## src/common/adv_regs_pkg.sv

```systemverilog
package adv_regs_pkg;

	// -----------------------------------------------------------------
	// management frame fields
	// -----------------------------------------------------------------
	localparam logic [1:0] OP_READ = 2'h2;
	localparam logic [1:0] OP_WRITE = 2'h1;
	localparam logic [3:0] HDR_LAST = 4'hB;
	localparam logic [3:0] DATA_LAST = 4'hF;
	localparam logic [3:0] TA_FIRST = 4'h0;

	// -----------------------------------------------------------------
	// register map
	// -----------------------------------------------------------------
	localparam logic [4:0] ADDR_ID_LOW = 5'h03;
	localparam logic [4:0] ADDR_ADV = 5'h04;
	localparam logic [15:0] ADV_NOMINAL = 16'h01E1;
	localparam logic [15:0] ADV_WR_MASK = 16'hBDE0;
	localparam int ADV_NP = 15;
	localparam int ADV_RSV = 14;
	localparam int ADV_RF = 13;
	localparam int ADV_ENP = 12;
	localparam int ADV_APAUSE = 11;
	localparam int ADV_PAUSE = 10;
	localparam int ADV_T4 = 9;
	localparam int ADV_SPD_HI = 8;
	localparam int ADV_SPD_LO = 5;
	localparam int ADV_SEL_HI = 4;
	localparam logic [4:0] SEL_ETHERNET = 5'h01;
	localparam logic [3:0] SPEED_NOMINAL = 4'hF;

	// -----------------------------------------------------------------
	// types
	// -----------------------------------------------------------------
	typedef enum logic [2:0] {MDIO_IDLE, MDIO_START, MDIO_HDR, MDIO_TA, MDIO_DATA} mdio_fsm_t;
	typedef enum logic {NP_BASE, NP_EXCHANGE} np_phase_t;

	typedef struct packed {
		logic page_done;
		logic partner_np;
		logic local_more;
	} np_in_t;

	typedef struct packed {
		mdio_fsm_t fsm;
		logic [3:0] cnt;
		logic [11:0] hdr;
		logic [15:0] sh;
		logic rd;
		logic sel;
		logic mdc_prev;
		logic mdio_out;
		logic mdio_oe_n;
		logic np;
		logic rf;
		logic enp;
		logic apause;
		logic pause;
		logic [3:0] speed;
		logic loaded;
		np_phase_t np_phase;
	} state_t;

	localparam state_t STATE_RESET = '{
		fsm: MDIO_IDLE, cnt: 4'h0, hdr: 12'h000, sh: 16'h0000, rd: 1'b0,
		sel: 1'b0, mdc_prev: 1'b0, mdio_out: 1'b0, mdio_oe_n: 1'b1,
		np: 1'b0, rf: 1'b0, enp: 1'b0, apause: 1'b0, pause: 1'b0,
		speed: SPEED_NOMINAL, loaded: 1'b0, np_phase: NP_BASE};

endpackage

```

## src/logic/autoneg_advertise_regs.sv

```systemverilog
// Behaviour
// [RL1] identifier bits 9:4 hold a read-only model number; writes ignored
// [RL2] identifier bits 3:0 hold a read-only revision number; writes ignored
// [RL3] identifier bits 15:10 hold six read-only upper vendor identifier bits
// [RL4] advertisement register decoded at address 0x04, nominal reset 0x01E1
// [RL5] advertisement reset value follows sampled configuration pins
// [RL6] writable next page bit 15, reset zero, enables next page exchange
// [RL7] next page exchange ends only when both ends send next page zero
// [RL8] writable remote fault bit 13, reset zero, sent to link partner
// [RL9] writable extended next page bit 12, reset zero
// [RL10] bits 11:5 form the seven-bit technology ability field
// [RL11] writable asymmetric pause bit 11, reset zero
// [RL12] writable symmetric pause bit 10, reset zero
// [RL13] four-pair 100 Mbit bit is read-only and reads zero
// [RL14] writable 100 Mbit full duplex bit, nominal reset one
// [RL15] writable 100 Mbit half duplex bit, nominal reset one
// [RL16] writable 10 Mbit full duplex bit, nominal reset one
// [RL17] writable 10 Mbit half duplex bit 5, nominal reset one
// [RL18] the four speed bits load their defaults from configuration pins
// [RL19] selector bits 4:0 always read one, the Ethernet selector
// [RL20] bits 9..6 are four-pair 100, 100 full, 100 half, 10 full
// [RL21] reserved bit 14 reads zero and ignores writes
`timescale 1ns/1ns
module autoneg_advertise_regs
	import adv_regs_pkg::*;
#(
	// arbitrary identification values
	parameter logic [5:0] OUI_UPPER = 6'h2A,
	parameter logic [5:0] PART_MODEL = 6'h15,
	parameter logic [3:0] SILICON_REV = 4'h7
)
(
	input wire logic I_CLK,
	input wire logic I_NRST,
	input wire logic I_MDC,
	input wire logic I_MDIO,
	output logic O_MDIO,
	output logic O_MDIO_OE_N,
	input wire logic [4:0] I_PHY_ADDR,
	input wire logic [3:0] I_CFG_SPEED,
	input wire np_in_t I_NP,
	output logic [15:0] O_ADV_WORD,
	output logic O_NP_ACTIVE
);

	// -----------------------------------------------------------------
	// reset release
	// -----------------------------------------------------------------
	logic rst_meta_reg;
	logic rst_n_reg;

	always_ff @(posedge I_CLK or negedge I_NRST)
	begin
		if (!I_NRST)
		begin
			rst_meta_reg <= 1'b0;
			rst_n_reg <= 1'b0;
		end
		else
		begin
			rst_meta_reg <= 1'b1;
			rst_n_reg <= rst_meta_reg;
		end
	end

	// -----------------------------------------------------------------
	// register contents
	// -----------------------------------------------------------------
	state_t st_reg;
	state_t st_next;
	logic mdc_rise;
	logic bit_in;
	logic [11:0] hdr_full;
	logic [15:0] wr_word;
	logic wr_commit;
	logic [15:0] id_word;

	function automatic logic [15:0] adv_value(input state_t s);
		logic [15:0] v;
		v = 16'h0000;
		v[ADV_NP] = s.np;
		// [RL21] reserved reads zero
		v[ADV_RSV] = 1'b0;
		v[ADV_RF] = s.rf;
		v[ADV_ENP] = s.enp;
		v[ADV_APAUSE] = s.apause;
		v[ADV_PAUSE] = s.pause;
		// [RL13] four-pair reads zero
		v[ADV_T4] = 1'b0;
		v[ADV_SPD_HI:ADV_SPD_LO] = s.speed;
		// [RL19] fixed Ethernet selector
		v[ADV_SEL_HI:0] = SEL_ETHERNET;
		return v;
	endfunction

	// [RL1] fixed identifier
	// [RL2] and [RL3] fields
	assign id_word = {OUI_UPPER, PART_MODEL, SILICON_REV};

	assign mdc_rise = I_MDC & ~st_reg.mdc_prev;
	assign bit_in = I_MDIO;
	assign hdr_full = {st_reg.hdr[10:0], bit_in};
	assign wr_word = {st_reg.sh[14:0], bit_in};
	assign wr_commit = mdc_rise && st_reg.fsm == MDIO_DATA && !st_reg.rd
		&& st_reg.sel && st_reg.cnt == DATA_LAST && st_reg.hdr[4:0] == ADDR_ADV;

	// -----------------------------------------------------------------
	// next state
	// -----------------------------------------------------------------
	always_comb
	begin
		st_next = st_reg;
		st_next.mdc_prev = I_MDC;
		// [RL5] strap load
		// [RL18] after release
		if (!st_reg.loaded)
		begin
			st_next.loaded = 1'b1;
			st_next.speed = I_CFG_SPEED;
		end
		if (mdc_rise)
		begin
			case (st_reg.fsm)
				MDIO_IDLE:
				begin
					if (!bit_in)
					begin
						st_next.fsm = MDIO_START;
					end
				end
				MDIO_START:
				begin
					st_next.fsm = bit_in ? MDIO_HDR : MDIO_IDLE;
					st_next.cnt = 4'h0;
				end
				MDIO_HDR:
				begin
					st_next.hdr = hdr_full;
					st_next.cnt = st_reg.cnt + 4'h1;
					if (st_reg.cnt == HDR_LAST)
					begin
						st_next.fsm = MDIO_TA;
						st_next.cnt = TA_FIRST;
						st_next.rd = hdr_full[11:10] == OP_READ;
						st_next.sel = hdr_full[9:5] == I_PHY_ADDR
							&& (hdr_full[11:10] == OP_READ
							|| hdr_full[11:10] == OP_WRITE);
						// [RL4] address decode
						if (hdr_full[4:0] == ADDR_ADV)
						begin
							st_next.sh = adv_value(st_reg);
						end
						else if (hdr_full[4:0] == ADDR_ID_LOW)
						begin
							st_next.sh = id_word;
						end
						else
						begin
							st_next.sh = 16'h0000;
						end
					end
				end
				MDIO_TA:
				begin
					st_next.cnt = st_reg.cnt + 4'h1;
					if (st_reg.rd && st_reg.sel)
					begin
						st_next.mdio_oe_n = 1'b0;
						st_next.mdio_out = 1'b0;
					end
					if (st_reg.cnt != TA_FIRST)
					begin
						st_next.fsm = MDIO_DATA;
						st_next.cnt = 4'h0;
						if (st_reg.rd)
						begin
							st_next.mdio_out = st_reg.sh[15];
							st_next.sh = {st_reg.sh[14:0], 1'b0};
						end
					end
				end
				MDIO_DATA:
				begin
					st_next.cnt = st_reg.cnt + 4'h1;
					if (st_reg.rd)
					begin
						st_next.mdio_out = st_reg.sh[15];
						st_next.sh = {st_reg.sh[14:0], 1'b0};
					end
					else
					begin
						st_next.sh = wr_word;
					end
					if (st_reg.cnt == DATA_LAST)
					begin
						st_next.fsm = MDIO_IDLE;
						st_next.mdio_oe_n = 1'b1;
						st_next.mdio_out = 1'b0;
					end
				end
				default:
				begin
					st_next.fsm = MDIO_IDLE;
				end
			endcase
		end
		// [RL6] writable bits
		// [RL8] [RL9] [RL11] [RL12] fields
		if (wr_commit)
		begin
			st_next.np = wr_word[ADV_NP];
			st_next.rf = wr_word[ADV_RF];
			st_next.enp = wr_word[ADV_ENP];
			st_next.apause = wr_word[ADV_APAUSE];
			st_next.pause = wr_word[ADV_PAUSE];
			// [RL14] [RL15] [RL16] [RL17] speed bits
			st_next.speed = wr_word[ADV_SPD_HI:ADV_SPD_LO];
		end
		// [RL6] enter next pages
		// [RL7] leave when both zero
		if (I_NP.page_done)
		begin
			if (st_reg.np_phase == NP_BASE)
			begin
				if (st_reg.np || I_NP.partner_np)
				begin
					st_next.np_phase = NP_EXCHANGE;
				end
			end
			else if (!I_NP.local_more && !I_NP.partner_np)
			begin
				st_next.np_phase = NP_BASE;
			end
		end
	end

	always_ff @(posedge I_CLK or negedge rst_n_reg)
	begin
		if (!rst_n_reg)
		begin
			st_reg <= STATE_RESET;
		end
		else
		begin
			st_reg <= st_next;
		end
	end

	// -----------------------------------------------------------------
	// outputs
	// -----------------------------------------------------------------
	assign O_MDIO = st_reg.mdio_out;
	assign O_MDIO_OE_N = st_reg.mdio_oe_n;
	// [RL10] technology field
	// [RL20] bit order
	assign O_ADV_WORD = adv_value(st_reg);
	assign O_NP_ACTIVE = st_reg.np_phase == NP_EXCHANGE;
endmodule

```

## config.mk

```make
export PLATFORM = sky130hd
export DESIGN_NAME = autoneg_advertise_regs
export DESIGN_NICKNAME = d
export VERILOG_FILES = /design/src/common/adv_regs_pkg.sv /design/src/logic/autoneg_advertise_regs.sv
export SDC_FILE = /design/constraint.sdc
export NUM_CORES = 1
export LEC_CHECK = 0
export ABC_AREA = 1
export BUFFER_PORTS_ARGS = -buffer_cell sky130_fd_sc_hd__buf_2
export CAP_MARGIN = 0
export CELL_PAD_IN_SITES_DETAIL_PLACEMENT = 1
export CELL_PAD_IN_SITES_GLOBAL_PLACEMENT = 1
export CORE_MARGIN = 4
export CORE_UTILIZATION = 39
export CTS_CLUSTER_DIAMETER = 120
export DETAILED_ROUTE_END_ITERATION = 10
export PLACE_DENSITY_LB_ADDON = 0.1
export SYNTH_ARGS = -nofsm -noshare
export SYNTH_HDL_FRONTEND = slang
export SYNTH_SLANG_ARGS = --single-unit
export TNS_END_PERCENT = 100
```

## constraint.sdc

```tcl
create_clock -name I_CLK -period 1.8 [get_ports I_CLK]
set_clock_uncertainty 0.2 [all_clocks]
set_input_delay 0.18 -clock I_CLK [delete_from_list [all_inputs] [get_ports I_CLK]]
set_output_delay 0.18 -clock I_CLK [all_outputs]
set_load 0.02 [all_outputs]
```

Word level (Yosys, flattened, before mapping)
Index checks and enable logic that the tools add are counted.
Storage, ports and cells
  flip-flop bits (word level): 52
  input bits: 16
  output and inout bits: 19
  logic and storage cells: 92
Operators by class
  add/subtract/negate cells: 1
  equal/unequal tests: 20
  multiplexer cells: 25
  bitwise logic cells: 2
  reductions and logical operators: 25
Operators by type and width (number)
  2-to-1 mux 16 bit: 4
  case mux 16 bit (3 select lines): 1
  2-to-1 mux 18 bit: 1
  case mux 4 bit (4 select lines): 1
  case mux 3 bit (5 select lines): 1
  2-to-1 mux 7 bit: 2
  == test 5 x 3 -> 1 bit, second input constant: 2
  != test 2 bit, second input constant: 5
  AND reduction 5 bit: 2
  == test 4 bit, second input constant: 2
  logical AND 1 bit: 8
  nonzero test 4 bit: 2
  2-to-1 mux 1 bit: 7
  == test 3 x 2 -> 1 bit, second input constant: 2
  2-to-1 mux 2 bit: 3
  2-to-1 mux 3 bit: 2
  AND reduction 3 bit: 2
  == test 5 x 2 -> 1 bit, second input constant: 1
  == test 5 bit: 1
  2-to-1 mux 5 bit: 1
  adder 4 x 1 -> 4 bit, second input constant: 1
  2-to-1 mux 4 bit: 1
  != test 2 x 1 -> 1 bit, second input constant: 2
  case mux 2 bit (2 select lines): 1
  other kinds (14): 18

Logic depth before layout (Yosys ltp)
  depth in word-level cells: 8
  mapped depth: 10
  depth with buffers taken out: 9

Worst setup path before layout
OpenSTA, ideal clock, no wires.
  path kind: register -> register
  from: register st_reg[44] (netlist name)
  to: register st_reg[28] (netlist name)
  setup time: 0.116 ns
  data arrival time: 1.325 ns
  data required time: 1.484 ns
  path slack: 0.158 ns
  cell stages (with the launch flop): 10
  path buffers: 1
  period minus slack after synthesis: 1.642 ns
  path through: dfrtp_1 inv_1 ha_1 nand3_1 nor2_1 nor2_2 nand3_4 buf_6 nand2_1 nand2_1
On the way
  word-level cells in the longest chain between the ends: 3
  elaborated cells between the ends (all ways): 5
  classes of those cells: eq/ne (3); reduce/logical (2)
Ends and longest elaborated chain
  start, declared: line autoneg_advertise_regs.sv:69  | state_t st_reg;
  start signal, assigned: line autoneg_advertise_regs.sv:245  | st_reg <= st_next;
  == test 4 bit / nonzero test 4 bit (equally long branches): line autoneg_advertise_regs.sv:140, autoneg_advertise_regs.sv:171
  != test 2 bit (no line)
  AND reduction 5 bit (no line) *
Every way passes the cells marked *; elsewhere a longest branch is shown, timed or not.
A chain may end at the register's enable or synchronous reset.

Worst setup path after layout
  from: register st_reg[44] (netlist name)
  to: register st_reg[17] (netlist name)
The elaborated chain is that of the path after synthesis.

==> flow_metrics.py <==
metrics = {
    "global_routing": {
        "grt_pass1_wl_mm": 12.8,
        "met1_usage": 0.222,
        "busiest_layer": "met2",
        "use_met3": 0.0260,
        "grt_overflow": 0,
        "met2_usage": 0.318,
        "grt_usage": 0.179,
        "antenna_found_initial": 0,
        "grt_start_max_net_pins": 38,
        "first_global_vias": 2707,
    },
    "layout": {
        "fillers": 952,
        "final_common_cell": "nand2_1",
        "areaGrowthSynthToFinish_pct": 19.8,
        "drive_gt1_frac": 0.232,
        "largest_reg_flops": 27,
        "final_cell_mix": "130 x nand2_1, 42 x dfrtp_1, 37 x inv_1",
        "fin_nets": 458,
        "num_antenna_cells": 0,
        "utilization": 0.486,
        "fin_area_sq_mm": 0.00354,
    },
    "setup_path": {
        "reg2reg_from": "st_reg[44]$_DFFE_PN0P_",
        "reg2reg_depth": 9,
        "r2r_end": "st_reg[17]$_DFFE_PN0P_",
        "arrival_ns": 1.78,
        "worstSetupPathType": "register to register",
        "worstPathRequired_ns": 1.84,
        "r2r_slack_ns": 0.07,
        "cp_max_fo": 8,
        "worst_setup_path_start_kind": "register",
        "end_kind": "register",
    },
    "yosys": {
        "syn_area_sq_mm": 0.00296,
        "ys_seq_area_frac": 0.442,
        "synth-seq-cells": 52,
        "yosysWarnings": 0,
        "synth.avg_cell_area_sq_um": 7.62,
        "synth_cell_type_count": 27,
        "synth_cells": 388,
    },
    "sta": {
        "maxSlewViolCount": 0,
        "finalSetupViolCount": 0,
        "finalHoldViolCount": 0,
        "period_share": 0.962,
        "max_freq_mhz": 578,
        "worst_pin_slew_ns": 0.604,
        "finalHoldWorstSlack_ns": 0.0425,
        "worst_slack_ns": 0.0686,
        "post-route-min-period_ns": 1.73,
        "max_slew_margin": 0.596,
    },
    "place": {
        "gp_congestion": 0.815,
        "place_area_sq_mm": 0.00320,
        "place.port_buffers": 27,
        "dp_hpwl_mm": 5.47,
        "dp_slack_ns": -0.0368,
    },
    "die": {
        "core_area_sq_mm": 0.00729,
        "io_pins": 35,
        "rows": 31,
        "die_width_microns": 95.1,
        "start_util": 0.405,
        "dieArea_sq_mm": 0.00904,
        "die_h_microns": 95.1,
    },
    "cts": {
        "numClockSinks": 52,
        "cts_tree": "done",
        "numCtsBuffers": 5,
        "clk-insertion-delay-late_ns": 0.31,
        "ctsLongestPathBuffers": 2,
        "cts_htree_levels": 2,
        "clk_pin_slew_ns": 0.10,
        "root_buffer": "clkbuf_8",
    },
    "route": {
        "detail_route.wl_per_cell_microns": 14.2,
        "wirelength_mm": 7.67,
        "drt_pass1_iterations": 4,
        "vias": 2583,
        "via_per_inst": 4.79,
        "drtIter0Drc": 69,
        "ant_nets": 0,
        "drc": 0,
    },
    "pwr": {
        "p_leak_nw": 1.85,
        "vdd_drop_max_uv": 491,
        "p_per_area_mw_per_mm2": 968,
    },
    "status": {
        "status": "complete, no violations",
    },
    "min_path": {
        "hold_class": "register to asynchronous set/reset pin",
    },
    "job": {
        "drv_cap": 0,
    },
}
-- what timing repair did --
| action | in CTS | in global routing |
|---|---|---|
| pin swaps | 1 | 4 |
| hold buffers | 12 | 0 |
| setup buffers | 1 | 4 |
| hold endpoints to repair | 21 | 0 |
| endpoints found under the setup margin | 5 | 34 |
| gates resized for setup | 2 | 24 |
| cloned | 0 | 1 |
-- how the worst max path moves through the flow --
| stage | start | endpoint | slack, ns | cells after the start |
|---|---|---|---|---|
| after detailed placement | st_reg[45]$_DFFE_PN0P_ | O_ADV_WORD[5]$_DFFE_PN1P_ | -0.04 | 9 |
| after global routing | st_reg[44]$_DFFE_PN0P_ | st_reg[47]$_DFFE_PN0P_ | -0.06 | 9 |
| after floorplan | rst_n_reg$_DFF_PN0_ | O_ADV_WORD[10]$_DFFE_PN0P_ | 0.05 | 0 |
| after CTS | st_reg[45]$_DFFE_PN0P_ | O_ADV_WORD[13]$_DFFE_PN0P_ | 0.01 | 9 |
| final | st_reg[44]$_DFFE_PN0P_ | st_reg[17]$_DFFE_PN0P_ | 0.07 | 9 |
| after global placement | st_reg[44]$_DFFE_PN0P_ | O_ADV_WORD[5]$_DFFE_PN1P_ | 0.07 | 9 |
-- layout make-up --
class	count	area, sq um	share of cell area
repair buffers	61	457	0.129
clock buffers	6	72.6	0.0205
inverters	41	156	0.0442
clock inverters	2	12.5	0.00353
multi-input cells	278	1410	0.397
well taps	99	124	0.0350
flip-flops and latches	52	1310	0.371
-- synthesized netlist by cell type, drive strengths merged --
library cell  instances  area share
dfrtp                47        0.40
xnor2                 4       0.012
nand4                10       0.021
xor2                  2      0.0059
conb                  2      0.0025
buf                  24       0.063
a21oi                 8       0.017
nor2                 39       0.061
ha                    3       0.013
nand2               138        0.19
dfstp                 5       0.044
nand3                40       0.081
clkbuf                1      0.0013
nor3                  4      0.0068
o21ai                19       0.032
nand3b                1      0.0025
inv                  41       0.052
-- per-layer routing --
metal	wire (microns)	up-vias	share of wire
li1	-	1295	-
met1	3270	1240	0.43
met2	4010	36	0.52
met3	258	12	0.034
met4	141	0	0.018
met5	0	-	0
-- worst max-delay path, stage by stage, from the launching register on --
cell,delay (ns)
dfrtp_2,0.45
inv_1,0.08
ha_1,0.17
nand3_1,0.14
nor2_2,0.18
nor2_4,0.05
buf_4,0.15
nand3_4,0.13
nand2_1,0.07
nand2_1,0.06
-- cells by family (layout without fill, tap and decap cells) --
logic type / count (synthesis) / count (layout) / share of synthesized area
simple gates: 232 / 233 / 0.358
buf+inv: 66 / 110 / 0.117
flops: 52 / 52 / 0.442
compound gates: 27 / 27 / 0.0495
xor+xnor: 6 / 6 / 0.0178
fa+ha+maj: 3 / 3 / 0.0127
other cells: 2 / 9 / 0.00254
-- through the flow --
step,instances,total power [mW],setup TNS [ns]
after floorplan,395,2.26,0
after global placement,513,2.56,0
after detailed placement,513,2.60,-0.118
after CTS,534,3.32,0
after global routing,539,3.70,-0.618
final,539,3.43,0
-- report_power, final --
part	internal, mW	switching [mW]	total (mW)	leakage [nW]
clock network	0.273	0.390	0.663	0.0412
logic	0.493	0.751	1.24	1.16
registers	1.34	0.180	1.52	0.650
total	2.11	1.32	3.43	1.85
Power figures use the tool's default switching activity.
